**src/shared/safety_monitor_pkg.sv**
```systemverilog
// Package: constants and carriers for the safety monitor flag and fault logic
package safety_monitor_pkg;

   // ************************************************************
   // Widths and positions
   // ************************************************************
   localparam int FLAG_W     = 32;
   localparam int LOW_W      = 14;
   localparam int HIGH_W     = 4;
   localparam int FT_W       = LOW_W + HIGH_W;
   localparam int A7_BIT0    = 0;
   localparam int A7_BIT1    = 1;

   // ************************************************************
   // Reset values and fixed fields
   // ************************************************************
   localparam logic [LOW_W-1:0]  FAULT_TIME_LOW  = 14'h3FFF;
   localparam logic [HIGH_W-1:0] HIGH_RESET      = 4'h0;
   localparam logic [31:0]       ALARM7_RESET    = 32'h00000003;
   localparam logic [31:0]       ZERO_WORD       = 32'h00000000;
   localparam logic [31:0]       ONES_WORD       = 32'hFFFFFFFF;

   // ************************************************************
   // Timing: fault-state reference period
   // ************************************************************
   localparam int CLK_NS       = 50;
   localparam int REF_PERIOD_NS = 50;
   localparam int REF_CYCLES   = (REF_PERIOD_NS + CLK_NS - 1) / CLK_NS;
   localparam int PRE_W        = 8;

   typedef enum logic [1:0] {
      PROTO_NONE,
      PROTO_BISTABLE,
      PROTO_DUAL_RAIL,
      PROTO_TIME_SWITCH
   } protocol_type;

   typedef enum {
      FS_IDLE,
      FS_FAULT
   } fault_state_type;

   // Whole-word write to one of the flag registers
   typedef struct packed {
      logic        status_wr;
      logic        recovery_err_wr;
      logic        recovery_sts_wr;
      logic        alarm7_wr;
      logic [31:0] data;
   } flag_write_type;

endpackage

```
**src/hdl/safety_alarm_fault_timing.sv**
```systemverilog
// Safety monitor: alarm flags, whole-word flag clearing, fault-state timing

// ************************************************************
// Module
// ************************************************************
// What this block does
// - Partial writes may clear other flags
// - Status register: one bits clear flags
// - Recovery registers: zero bits clear flags
// - Alarm action independent of flag clearing
// - Alarm seven bits 1,0 set after reset
// - Clock-off fault undetectable in bistable mode
// - Fault time equals period times (value+1)
// - Low fault-time field fixed all ones
module safety_alarm_fault_timing (
   input  wire logic                                  clk,
   input  wire logic                                  rst_b,
   input  wire safety_monitor_pkg::flag_write_type    flag_wr,
   input  wire logic [31:0]                           status_events,
   input  wire logic [31:0]                           recovery_events,
   input  wire logic [31:0]                           alarm7_events,
   input  wire logic                                  hidden_src_clear,
   input  wire logic                                  alarm_trigger,
   input  wire logic [3:0]                            fault_time_high_field,
   input  wire safety_monitor_pkg::protocol_type      fault_signal_protocol,
   input  wire logic                                  core_enable,
   output logic [31:0]                                alarm_status_group_zero,
   output logic [31:0]                                recovery_miss_error_flags,
   output logic [31:0]                                recovery_status,
   output logic [31:0]                                alarm_group_seven,
   output logic [17:0]                                fault_time_value,
   output logic                                       fault_active,
   output logic                                       core_off_detectable
);

   // ************************************************************
   // Input synchronisers for asynchronous event and trigger lines
   // ************************************************************
   logic [31:0] st_s1;
   logic [31:0] st_s2;
   logic [31:0] rc_s1;
   logic [31:0] rc_s2;
   logic [31:0] a7_s1;
   logic [31:0] a7_s2;
   logic        trg_s1;
   logic        trg_s2;
   logic        src_s1;
   logic        src_s2;

   // Two stages per line; logic reads only the second stage, so a
   // metastable first stage never reaches the flags
   always_ff @(posedge clk) begin
      st_s1 <= status_events;
      st_s2 <= st_s1;
   end

   always_ff @(posedge clk) begin
      rc_s1 <= recovery_events;
      rc_s2 <= rc_s1;
   end

   always_ff @(posedge clk) begin
      a7_s1 <= alarm7_events;
      a7_s2 <= a7_s1;
   end

   always_ff @(posedge clk) begin
      trg_s1 <= alarm_trigger;
      trg_s2 <= trg_s1;
   end

   always_ff @(posedge clk) begin
      src_s1 <= hidden_src_clear;
      src_s2 <= src_s1;
   end

   // ************************************************************
   // Flag clearing
   // ************************************************************
   // Set wins over clear so an event in the clearing cycle survives
   function automatic logic [31:0] update(
      input logic [31:0] cur,
      input logic [31:0] set,
      input logic        wr,
      input logic [31:0] clr_mask
   );
      update = (wr ? (cur & ~clr_mask) : cur) | set;
   endfunction

   // Only whole words arrive here; no byte masks exist
   // A masked modify writing back read flags clears them all in the status register,
   // since every strobe is taken as a full word
   wire [31:0] status_clr   = flag_wr.data;
   wire [31:0] recovery_clr = ~flag_wr.data;
   // Alarm seven holds until its hidden source is cleared
   wire        a7_clr_ok    = src_s2;
   wire [31:0] a7_clr       = a7_clr_ok ? flag_wr.data
                                        : safety_monitor_pkg::ZERO_WORD;

   wire [31:0] next_status =
      update(alarm_status_group_zero, st_s2, flag_wr.status_wr, status_clr);
   wire [31:0] next_rec_err =
      update(recovery_miss_error_flags, rc_s2, flag_wr.recovery_err_wr,
             recovery_clr);
   wire [31:0] next_rsts =
      update(recovery_status, rc_s2, flag_wr.recovery_sts_wr, recovery_clr);
   wire [31:0] next_alarm_group_seven =
      update(alarm_group_seven, a7_s2, flag_wr.alarm7_wr, a7_clr);

   // One edge from strobe to flag; an event in that edge still sets
   always_ff @(posedge clk) begin
      if (!rst_b) begin
         alarm_status_group_zero   <= safety_monitor_pkg::ZERO_WORD;
         recovery_miss_error_flags <= safety_monitor_pkg::ZERO_WORD;
         recovery_status           <= safety_monitor_pkg::ZERO_WORD;
         alarm_group_seven         <= safety_monitor_pkg::ALARM7_RESET;
      end else begin
         alarm_status_group_zero   <= next_status;
         recovery_miss_error_flags <= next_rec_err;
         recovery_status           <= next_rsts;
         alarm_group_seven         <= next_alarm_group_seven;
      end
   end

   // ************************************************************
   // Fault-state timing
   // ************************************************************
   // High field placed directly above the hardwired low field
   function automatic logic [17:0] join_time(
      input logic [3:0] high
   );
      join_time = {high, safety_monitor_pkg::FAULT_TIME_LOW};
   endfunction

   wire [17:0] next_ft_value = join_time(fault_time_high_field);
   // Cycles = ref period cycles * (value + 1)
   localparam logic [7:0] REF_LAST = 8'(safety_monitor_pkg::REF_CYCLES - 1);

   safety_monitor_pkg::fault_state_type state;
   safety_monitor_pkg::fault_state_type next_state;
   logic [7:0]  pre_cnt;
   logic [7:0]  next_pre_cnt;
   logic [17:0] per_cnt;
   logic [17:0] next_per_cnt;
   logic [17:0] next_ft_hold;
   wire         ref_tick  = (pre_cnt == REF_LAST);
   wire         time_done = ref_tick && (per_cnt == fault_time_value);

   // Reaction depends only on the trigger and the fault timer, never on flag writes
   always_comb begin
      next_state   = state;
      next_pre_cnt = pre_cnt;
      next_per_cnt = per_cnt;
      next_ft_hold = fault_time_value;
      case (state)
         safety_monitor_pkg::FS_IDLE: begin
            // Timing field taken only while idle, so a running fault
            // keeps the length it started with
            next_ft_hold = next_ft_value;
            next_pre_cnt = 8'h00;
            next_per_cnt = 18'h00000;
            if (trg_s2) begin
               next_state = safety_monitor_pkg::FS_FAULT;
            end
         end
         safety_monitor_pkg::FS_FAULT: begin
            next_pre_cnt = ref_tick ? 8'h00 : pre_cnt + 8'h01;
            // Count parks at the end value while the trigger persists
            if (ref_tick && !time_done) begin
               next_per_cnt = per_cnt + 18'h00001;
            end
            if (time_done && !trg_s2) begin
               next_state = safety_monitor_pkg::FS_IDLE;
            end
         end
         default: begin
            next_state = safety_monitor_pkg::FS_IDLE;
         end
      endcase
   end

   wire next_fault_active = (next_state == safety_monitor_pkg::FS_FAULT);

   always_ff @(posedge clk) begin
      if (!rst_b) begin
         state            <= safety_monitor_pkg::FS_IDLE;
         pre_cnt          <= 8'h00;
         per_cnt          <= 18'h00000;
         fault_time_value <= join_time(safety_monitor_pkg::HIGH_RESET);
         fault_active     <= 1'b0;
      end else begin
         state            <= next_state;
         pre_cnt          <= next_pre_cnt;
         per_cnt          <= next_per_cnt;
         fault_time_value <= next_ft_hold;
         fault_active     <= next_fault_active;
      end
   end

   // ************************************************************
   // Core shutdown visibility
   // ************************************************************
   // Only dynamic protocols toggle, so a dead core shows on the pins;
   // bistable and unused modes leave software polling as the only guard
   wire dynamic_proto =
      (fault_signal_protocol == safety_monitor_pkg::PROTO_DUAL_RAIL) ||
      (fault_signal_protocol == safety_monitor_pkg::PROTO_TIME_SWITCH);
   wire next_detectable = core_enable && dynamic_proto;

   always_ff @(posedge clk) begin
      if (!rst_b) begin
         core_off_detectable <= 1'b0;
      end else begin
         core_off_detectable <= next_detectable;
      end
   end

endmodule

```
**config.mk**
```make
export PLATFORM = sky130hd
export DESIGN_NAME = safety_alarm_fault_timing
export DESIGN_NICKNAME = d
export VERILOG_FILES = /design/src/shared/safety_monitor_pkg.sv /design/src/hdl/safety_alarm_fault_timing.sv
export SDC_FILE = /design/constraint.sdc
export NUM_CORES = 1
export LEC_CHECK = 0
export BUFFER_PORTS_ARGS = -buffer_cell sky130_fd_sc_hd__buf_2
export CAP_MARGIN = 10
export CORE_MARGIN = 2
export CORE_UTILIZATION = 30
export CTS_CLUSTER_DIAMETER = 60
export CTS_CLUSTER_SIZE = 16
export DETAILED_ROUTE_END_ITERATION = 16
export GPL_TIMING_DRIVEN = 1
export PLACE_DENSITY = 0.61
export SLEW_MARGIN = 0
export SYNTH_ARGS = -nofsm -noshare
export SYNTH_HDL_FRONTEND = slang
export SYNTH_SLANG_ARGS = --single-unit
```
**constraint.sdc**
```tcl
create_clock -name clk -period 2.9 [get_ports clk]
set_input_delay 0.145 -clock clk [delete_from_list [all_inputs] [get_ports clk]]
set_output_delay 0.145 -clock clk [all_outputs]
set_load 0.005 [all_outputs]
```
Word-level counts from Yosys, hierarchy flattened
Cells that the tools add are included.
{ "totals": {"regBits": 388, "word_cells": 62} }
{ "op_classes": {"addsub": 2, "eq_ne": 6, "mux": 12, "bitwise": 11, "reduce_logical": 11} }
{ "op_table": {"columns": ["cell", "n"], "rows": [
  ["$mux 32", 7],
  ["$and 32x32->32", 4],
  ["$or 32x32->32", 4],
  ["$not 32->32", 3],
  ["$pmux 32 s2", 1],
  ["$pmux 18 s2", 1],
  ["$eq 32x1->1 const B", 1],
  ["$eq 32x2->1 const B", 1],
  ["$logic_not 32->1", 1],
  ["$add 18x1->18 const B", 1],
  ["$eq 18x18->1", 1],
  ["$mux 18", 1],
  ["$pmux 8 s2", 1],
  ["$add 8x1->8 const B", 1],
  ["$logic_not 8->1", 1],
  ["$mux 8", 1],
  ["$eq 2x2->1 const B", 2],
  ["$logic_and 1x1->1", 4],
  ["$logic_not 1->1", 2],
  ["$ne 2x2->1 const B", 1],
  ["$reduce_and 2->1", 1],
  ["$reduce_bool 2->1", 1],
  ["$logic_or 1x1->1", 1]
]} }

Depth between registers and ports, before layout
{ "logic_depth": {"ltp_word": 6, "depth_mapped": 9, "depth_no_buf": 7} }

Worst setup path after synthesis
No wires, ideal clock.
{ "synth_path": {"kind": "flip-flop to flip-flop", "startpoint": "register per_cnt[0]", "endpoint": "register per_cnt[15]", "setup_time_ns": 0.121, "arrival_ns": 2.014, "path_slack_ns": 0.766, "stages_incl_launch_ff": 9, "n_path_buf": 2, "synth_period_minus_slack_ns": 2.134, "cell_sequence": "dfxtp_1 -> ha_1 -> and3_4 -> and3_1 -> clkbuf_1 -> a41o_1 -> buf_2 -> nor4_1 -> mux2_2"} }
{ "synth_between": {"elab_chain_cells": 6, "elab_cells_between_ends": 9, "classes_between": "1 x add/sub; 2 x eq/ne; 2 x mux; 4 x reduce/logical"} }
{ "synth_lines": {"columns": ["item", "line_no", "text"], "rows": [
  ["start, declared", "safety_alarm_fault_timing.sv:143", "logic [17:0] per_cnt;"],
  ["start signal, assigned", "safety_alarm_fault_timing.sv:194", "per_cnt <= next_per_cnt;"],
  ["parallel branches: the longest is 6 deep, another holds $add 18x1->18", null, null]
]} }
Several ways; the timed one is not identified. The select of a mux whose other input is x is not followed.
A chain may end at the register's enable or synchronous reset.

Final worst setup path
{ "layout_path": {"startpoint": "register state[27]", "endpoint": "register per_cnt[9]"} }
{ "layout_between": {"elab_chain_cells": 3, "elab_cells_between_ends": 6, "classes_between": "2 x eq/ne; 1 x mux; 3 x reduce/logical"} }
{ "layout_lines": {"columns": ["item", "line_no", "text"], "rows": [
  ["start, declared", "safety_alarm_fault_timing.sv:139", "safety_monitor_pkg::fault_state_type state;"],
  ["start signal, assigned", "safety_alarm_fault_timing.sv:186", "state <= safety_monitor_pkg::FS_IDLE;"],
  ["start signal, assigned", "safety_alarm_fault_timing.sv:192", "state <= next_state;"],
  ["$eq 32x1->1 or $logic_not 32->1 (tied branches)", "safety_alarm_fault_timing.sv:155", "case (state)"],
  ["$ne 2x2->1 (no source line) or $reduce_bool 2->1 (tied branches)", null, null],
  ["$reduce_and 2->1 (no source line)", null, null]
]} }
Parallel ways exist; a longest one is shown, timed or not.

==> results.md <==
Run status:
- The flow ran to the end, and the final reports show no timing, DRC or antenna violations.

STA:
- The sum of negative setup slack is 0 ns.
- The worst path meets setup with 0.443 ns of slack.
- The transition at the pin with the smallest max-transition slack is 1.12 ns.
- The setup skew after layout is 0.0147 ns.
- The number of slew-limit violations in the final report is 0.
- Setup violations remaining at the end of the flow were counted as 0.
- The fmax is 407 MHz.
- The hold violation count in the final report is 0.
- In the finished design, the share of the clock period the worst path needs comes to 0.847.
- The normalized max-slew margin is 0.250.
- Setup repair after global routing left no endpoint under its margin.
- Counting I/O delays and the setup requirement, the final critical path takes 2.46 ns.

Setup path:
- The signal on the critical path passes through nor4_1 > nand4_1 > or2_1 > nor4_1 > mux2_2.
- STA classifies the critical path startpoint as a register.
- The setup slack of the most critical reg-to-reg path is ~0.44 ns.
- By startpoint and endpoint, the worst setup path is classified as register to register.
- Of all nets on the critical path, the largest fanout is 35.
- The cell with the largest stage delay on the worst path is or2_1.
- For the worst setup path, the data arrival time is roughly 2.9 ns.
- The required time reported for the critical path endpoint is 3.30 ns.
- In this design, the critical path's most frequently occurring cell is nor4_1.
- The kind of end point of the critical path is a register.
- On the worst path, the slowest cell contributes a delay of 0.68 ns.

Floorplan:
- The initial core utilization is 0.302.
- The height of the die is between 150 and 200 um.
- The die covers 39,200 um^2.
- The die is 198 um wide.
- 291 I/O pins were placed.
- The core region area is 37,400 um^2.
- The number of rows created at floorplan is 71.

Clocking:
- In this run the post-CTS setup repair buffer count came out at 0.
- No sink is reached through more buffers than the 3 on the longest clock path.
- The clock tree synthesis step divided the H-tree into 2 levels.
- Buffers inserted during clock tree synthesis total 36.
- The number of clock sinks is 388.
- The root buffer cell is clkbuf_16.
- The hold buffer count at CTS is 136.
- After clock tree synthesis, the clock-pin slew on the worst setup and hold paths is approximately 0.060 ns.
- The TritonCTS clock tree is done.
- After clock tree synthesis, the repair step resized 0 gates.
- Clock latency on the worst-skew pair, taken at its later pin, is about 0.53 ns.

Final layout:
- In the layout the commonest cells are 388 x dfxtp_1, 274 x buf_2, 137 x a21oi_1, 136 x dlygate4sd3_1, 130 x nor2b_1.
- The final layout contains 1,596 nets.
- After filler insertion, the fill cell instance count of the layout stands at 3,514.
- The post-route cell area is 15,800 um^2.
- The area growth from synthesis to layout is 39.5%.
- The library cell used most frequently in the layout, excluding fill and tap cells, is dfxtp_1.
- Summing all multi-input logic gate instances after layout gives 3390 um^2.
- 0 antenna diodes ended up in the layout.
- The sequential cell area is 7770 um^2.
- The share of layout cells above drive strength 1 is 0.234.

Yosys:
- After synthesis, the mean cell area works out to between 10 and 15 um^2.
- Of the total synthesized cell area, the portion taken by full adders, half adders and majority gates is 0.00332.
- The mapped netlist covers 11,300 um^2.
- The multiplexer fraction of the synthesized cell area is 0.00653.
- The dominant register cell in the synthesized netlist is dfxtp_1.
- The main combinational cell family by area after synthesis is simple AND/OR/NAND/NOR gates.
- The Yosys step of the flow raised 0 warnings.
- The share of flip-flops with an asynchronous set or reset is 0.
- The distinct cell type count of the synthesized netlist is 47.
- The complex-gate fraction of the synthesized area came to 0.0859.
- The fraction of the yosys area taken by sequential cells is 0.687.
- Yosys mapped a number of flops with a built-in enable equal to 0.
- The fraction of synthesized cell area in xor and xnor cells is 0.00310.
- The count of mapped cells out of synthesis is 1,007.
- Of the total synthesized cell area, the portion taken by AND, OR, NAND and NOR gates is 0.186.
- After synthesis the netlist holds a flip-flop and latch count of 388.

Global routing:
- The number of global-route vias before repair came to 8,315.
- The sum of overflow across all layers after global routing is 0.
- The first global-routing pass estimated 42,800 um of wire.
- The number of antenna violations at the first check in global routing came to 0.
- The combined global-route utilization of all metal layers is 0.139.
- Entering global routing, the biggest net connects 97 pins.

Drt:
- In this run the remaining antenna-violating nets after routing total 0.
- The wire length on met3 is 2140 um.
- In the routed layout, each cell is associated on average with a via count of 4.21.
- The number of vias after detailed routing is 8,305.
- The remaining routing DRC violations is 0.
- After detailed routing, the total wire length is 27,700 um.
- In the final routed layout, each cell accounts on average for 14.0 um.
- The length of the first detailed-routing pass in iterations is 6.
- The detailed router finished its first iteration with roughly 270 violations.
- The detailed-routing wirelength on met1 is 11,800 um.
- Signal routing reaches up to met4.
- Wire segments on met2 add up to 13,000 um in the final route.

Placement:
- Summing all placed instances gives a cell area of 13,300 um^2.
- Input and output buffers added on the ports amount to 275.
- The congestion estimate from routability-driven global placement came to about 0.73.
- Prior to clock tree synthesis, the placed netlist has a worst setup slack of around 0.45 ns.
- After legalization and detailed placement, the total HPWL measured 17,300 um.

Power and ir drop:
- The power density over the cells is 700 nW/um^2.
- VDD sags by at most 0.524 mV.
- The analysis attributes to cell leakage a power of 6.80 nW.

Flow run:
- The total of max-cap violations is 0.

Min path:
- The tightest min-delay check is of the primary input to register type.
## critical path, delay by kind of cell, from the launching register on
family           cells  cell delay (ns)
muxes                1             0.37
DFF                  1             0.30
and+or+nand+nor      4             1.67
## metrics by stage
step	hold slack, ns	utilization	cells	power [mW]
final	0.135	0.422	1975	11.0
after global routing	0.148	0.422	1975	11.5
after CTS	0.107	0.422	1975	11.2
after detailed placement	0.249	0.355	1787	6.42
after global placement	0.247	0.355	1787	6.41
after floorplan	0.173	-	1050	6.09
## cell usage after synthesis (2+ instances only)
master	number	share of area
a211o_1	2	0.0015
nand3_1	15	0.0066
buf_4	14	0.0093
buf_6	2	0.0020
nor2b_1	130	0.072
nand2b_1	64	0.035
o21ai_0	8	0.0035
and3_1	6	0.0033
clkbuf_1	35	0.012
dfxtp_1	388	0.69
nand4b_1	6	0.0046
mux2_2	3	0.0030
nor2_1	15	0.0050
and4_1	3	0.0023
and2_1	4	0.0022
nor4_1	10	0.0055
conb_1	2	0.00066
ha_1	3	0.0033
nand4_1	6	0.0033
nand3b_1	4	0.0027
inv_1	7	0.0023
xor2_1	4	0.0031
or4_1	12	0.0080
nor3_1	5	0.0022
a21boi_0	10	0.0066
nand2_1	78	0.026
mux2i_1	4	0.0035
buf_2	4	0.0018
a21oi_1	137	0.061
o31ai_1	9	0.0060
## flip-flops by register name, indices dropped and copies added (netlist names)
register and count:
a7_s1 32, a7_s2 32, alarm_group_seven 32, alarm_status_group_zero 32
rc_s1 32, rc_s2 32, recovery_miss_error_flags 32, recovery_status 32
st_s1 32, st_s2 32, state 32, per_cnt 18
pre_cnt 8, fault_time_value 4, a7_clr_ok 1, core_off_detectable 1
fault_active 1, src_s1 1, trg_s1 1, trg_s2 1
## metal layers
layer / global-route usage / vias to the layer above
met5: 0 / -
met4: 0.0551 / 0
met2: 0.234 / 229
met1: 0.162 / 3852
li1: - / 4171
met3: 0.0482 / 53
## where the power goes
part | internal (mW) | total (mW) | switching, mW
Clock | 2.55 | 4.60 | 2.04
Sequential | 5.62 | 5.73 | 0.110
Combinational | 0.394 | 0.714 | 0.319
Total | 8.57 | 11.0 | 2.47
## cell type report
| class | count | share of cell area |
|---|---|---|
| multi-input cells | 600 | 0.215 |
| clock inverters | 14 | 0.0120 |
| clock buffers | 38 | 0.0596 |
| flip-flops and latches | 388 | 0.493 |
| well taps | 511 | 0.0406 |
| repair buffers | 417 | 0.178 |
| inverters | 7 | 0.00167 |
## cells by family after synthesis
kind of cell,count (synthesis)
compound gates,176
other cells,2
fa+ha+maj,3
mux,7
buf+inv,62
xor+xnor,4
simple gates,365
flops,388
## worst paths after layout
path / start / endpoint / cells after the start
worst max-delay path: state[27] / per_cnt[9] / 5
worst min-delay path: rst_b / alarm_group_seven[3] / 2
worst max register to register: state[27] / per_cnt[9] / 5
worst min register to register: st_s1[29] / st_s2[29] / 0
Note: power is estimated with default switching activity, not from simulation.
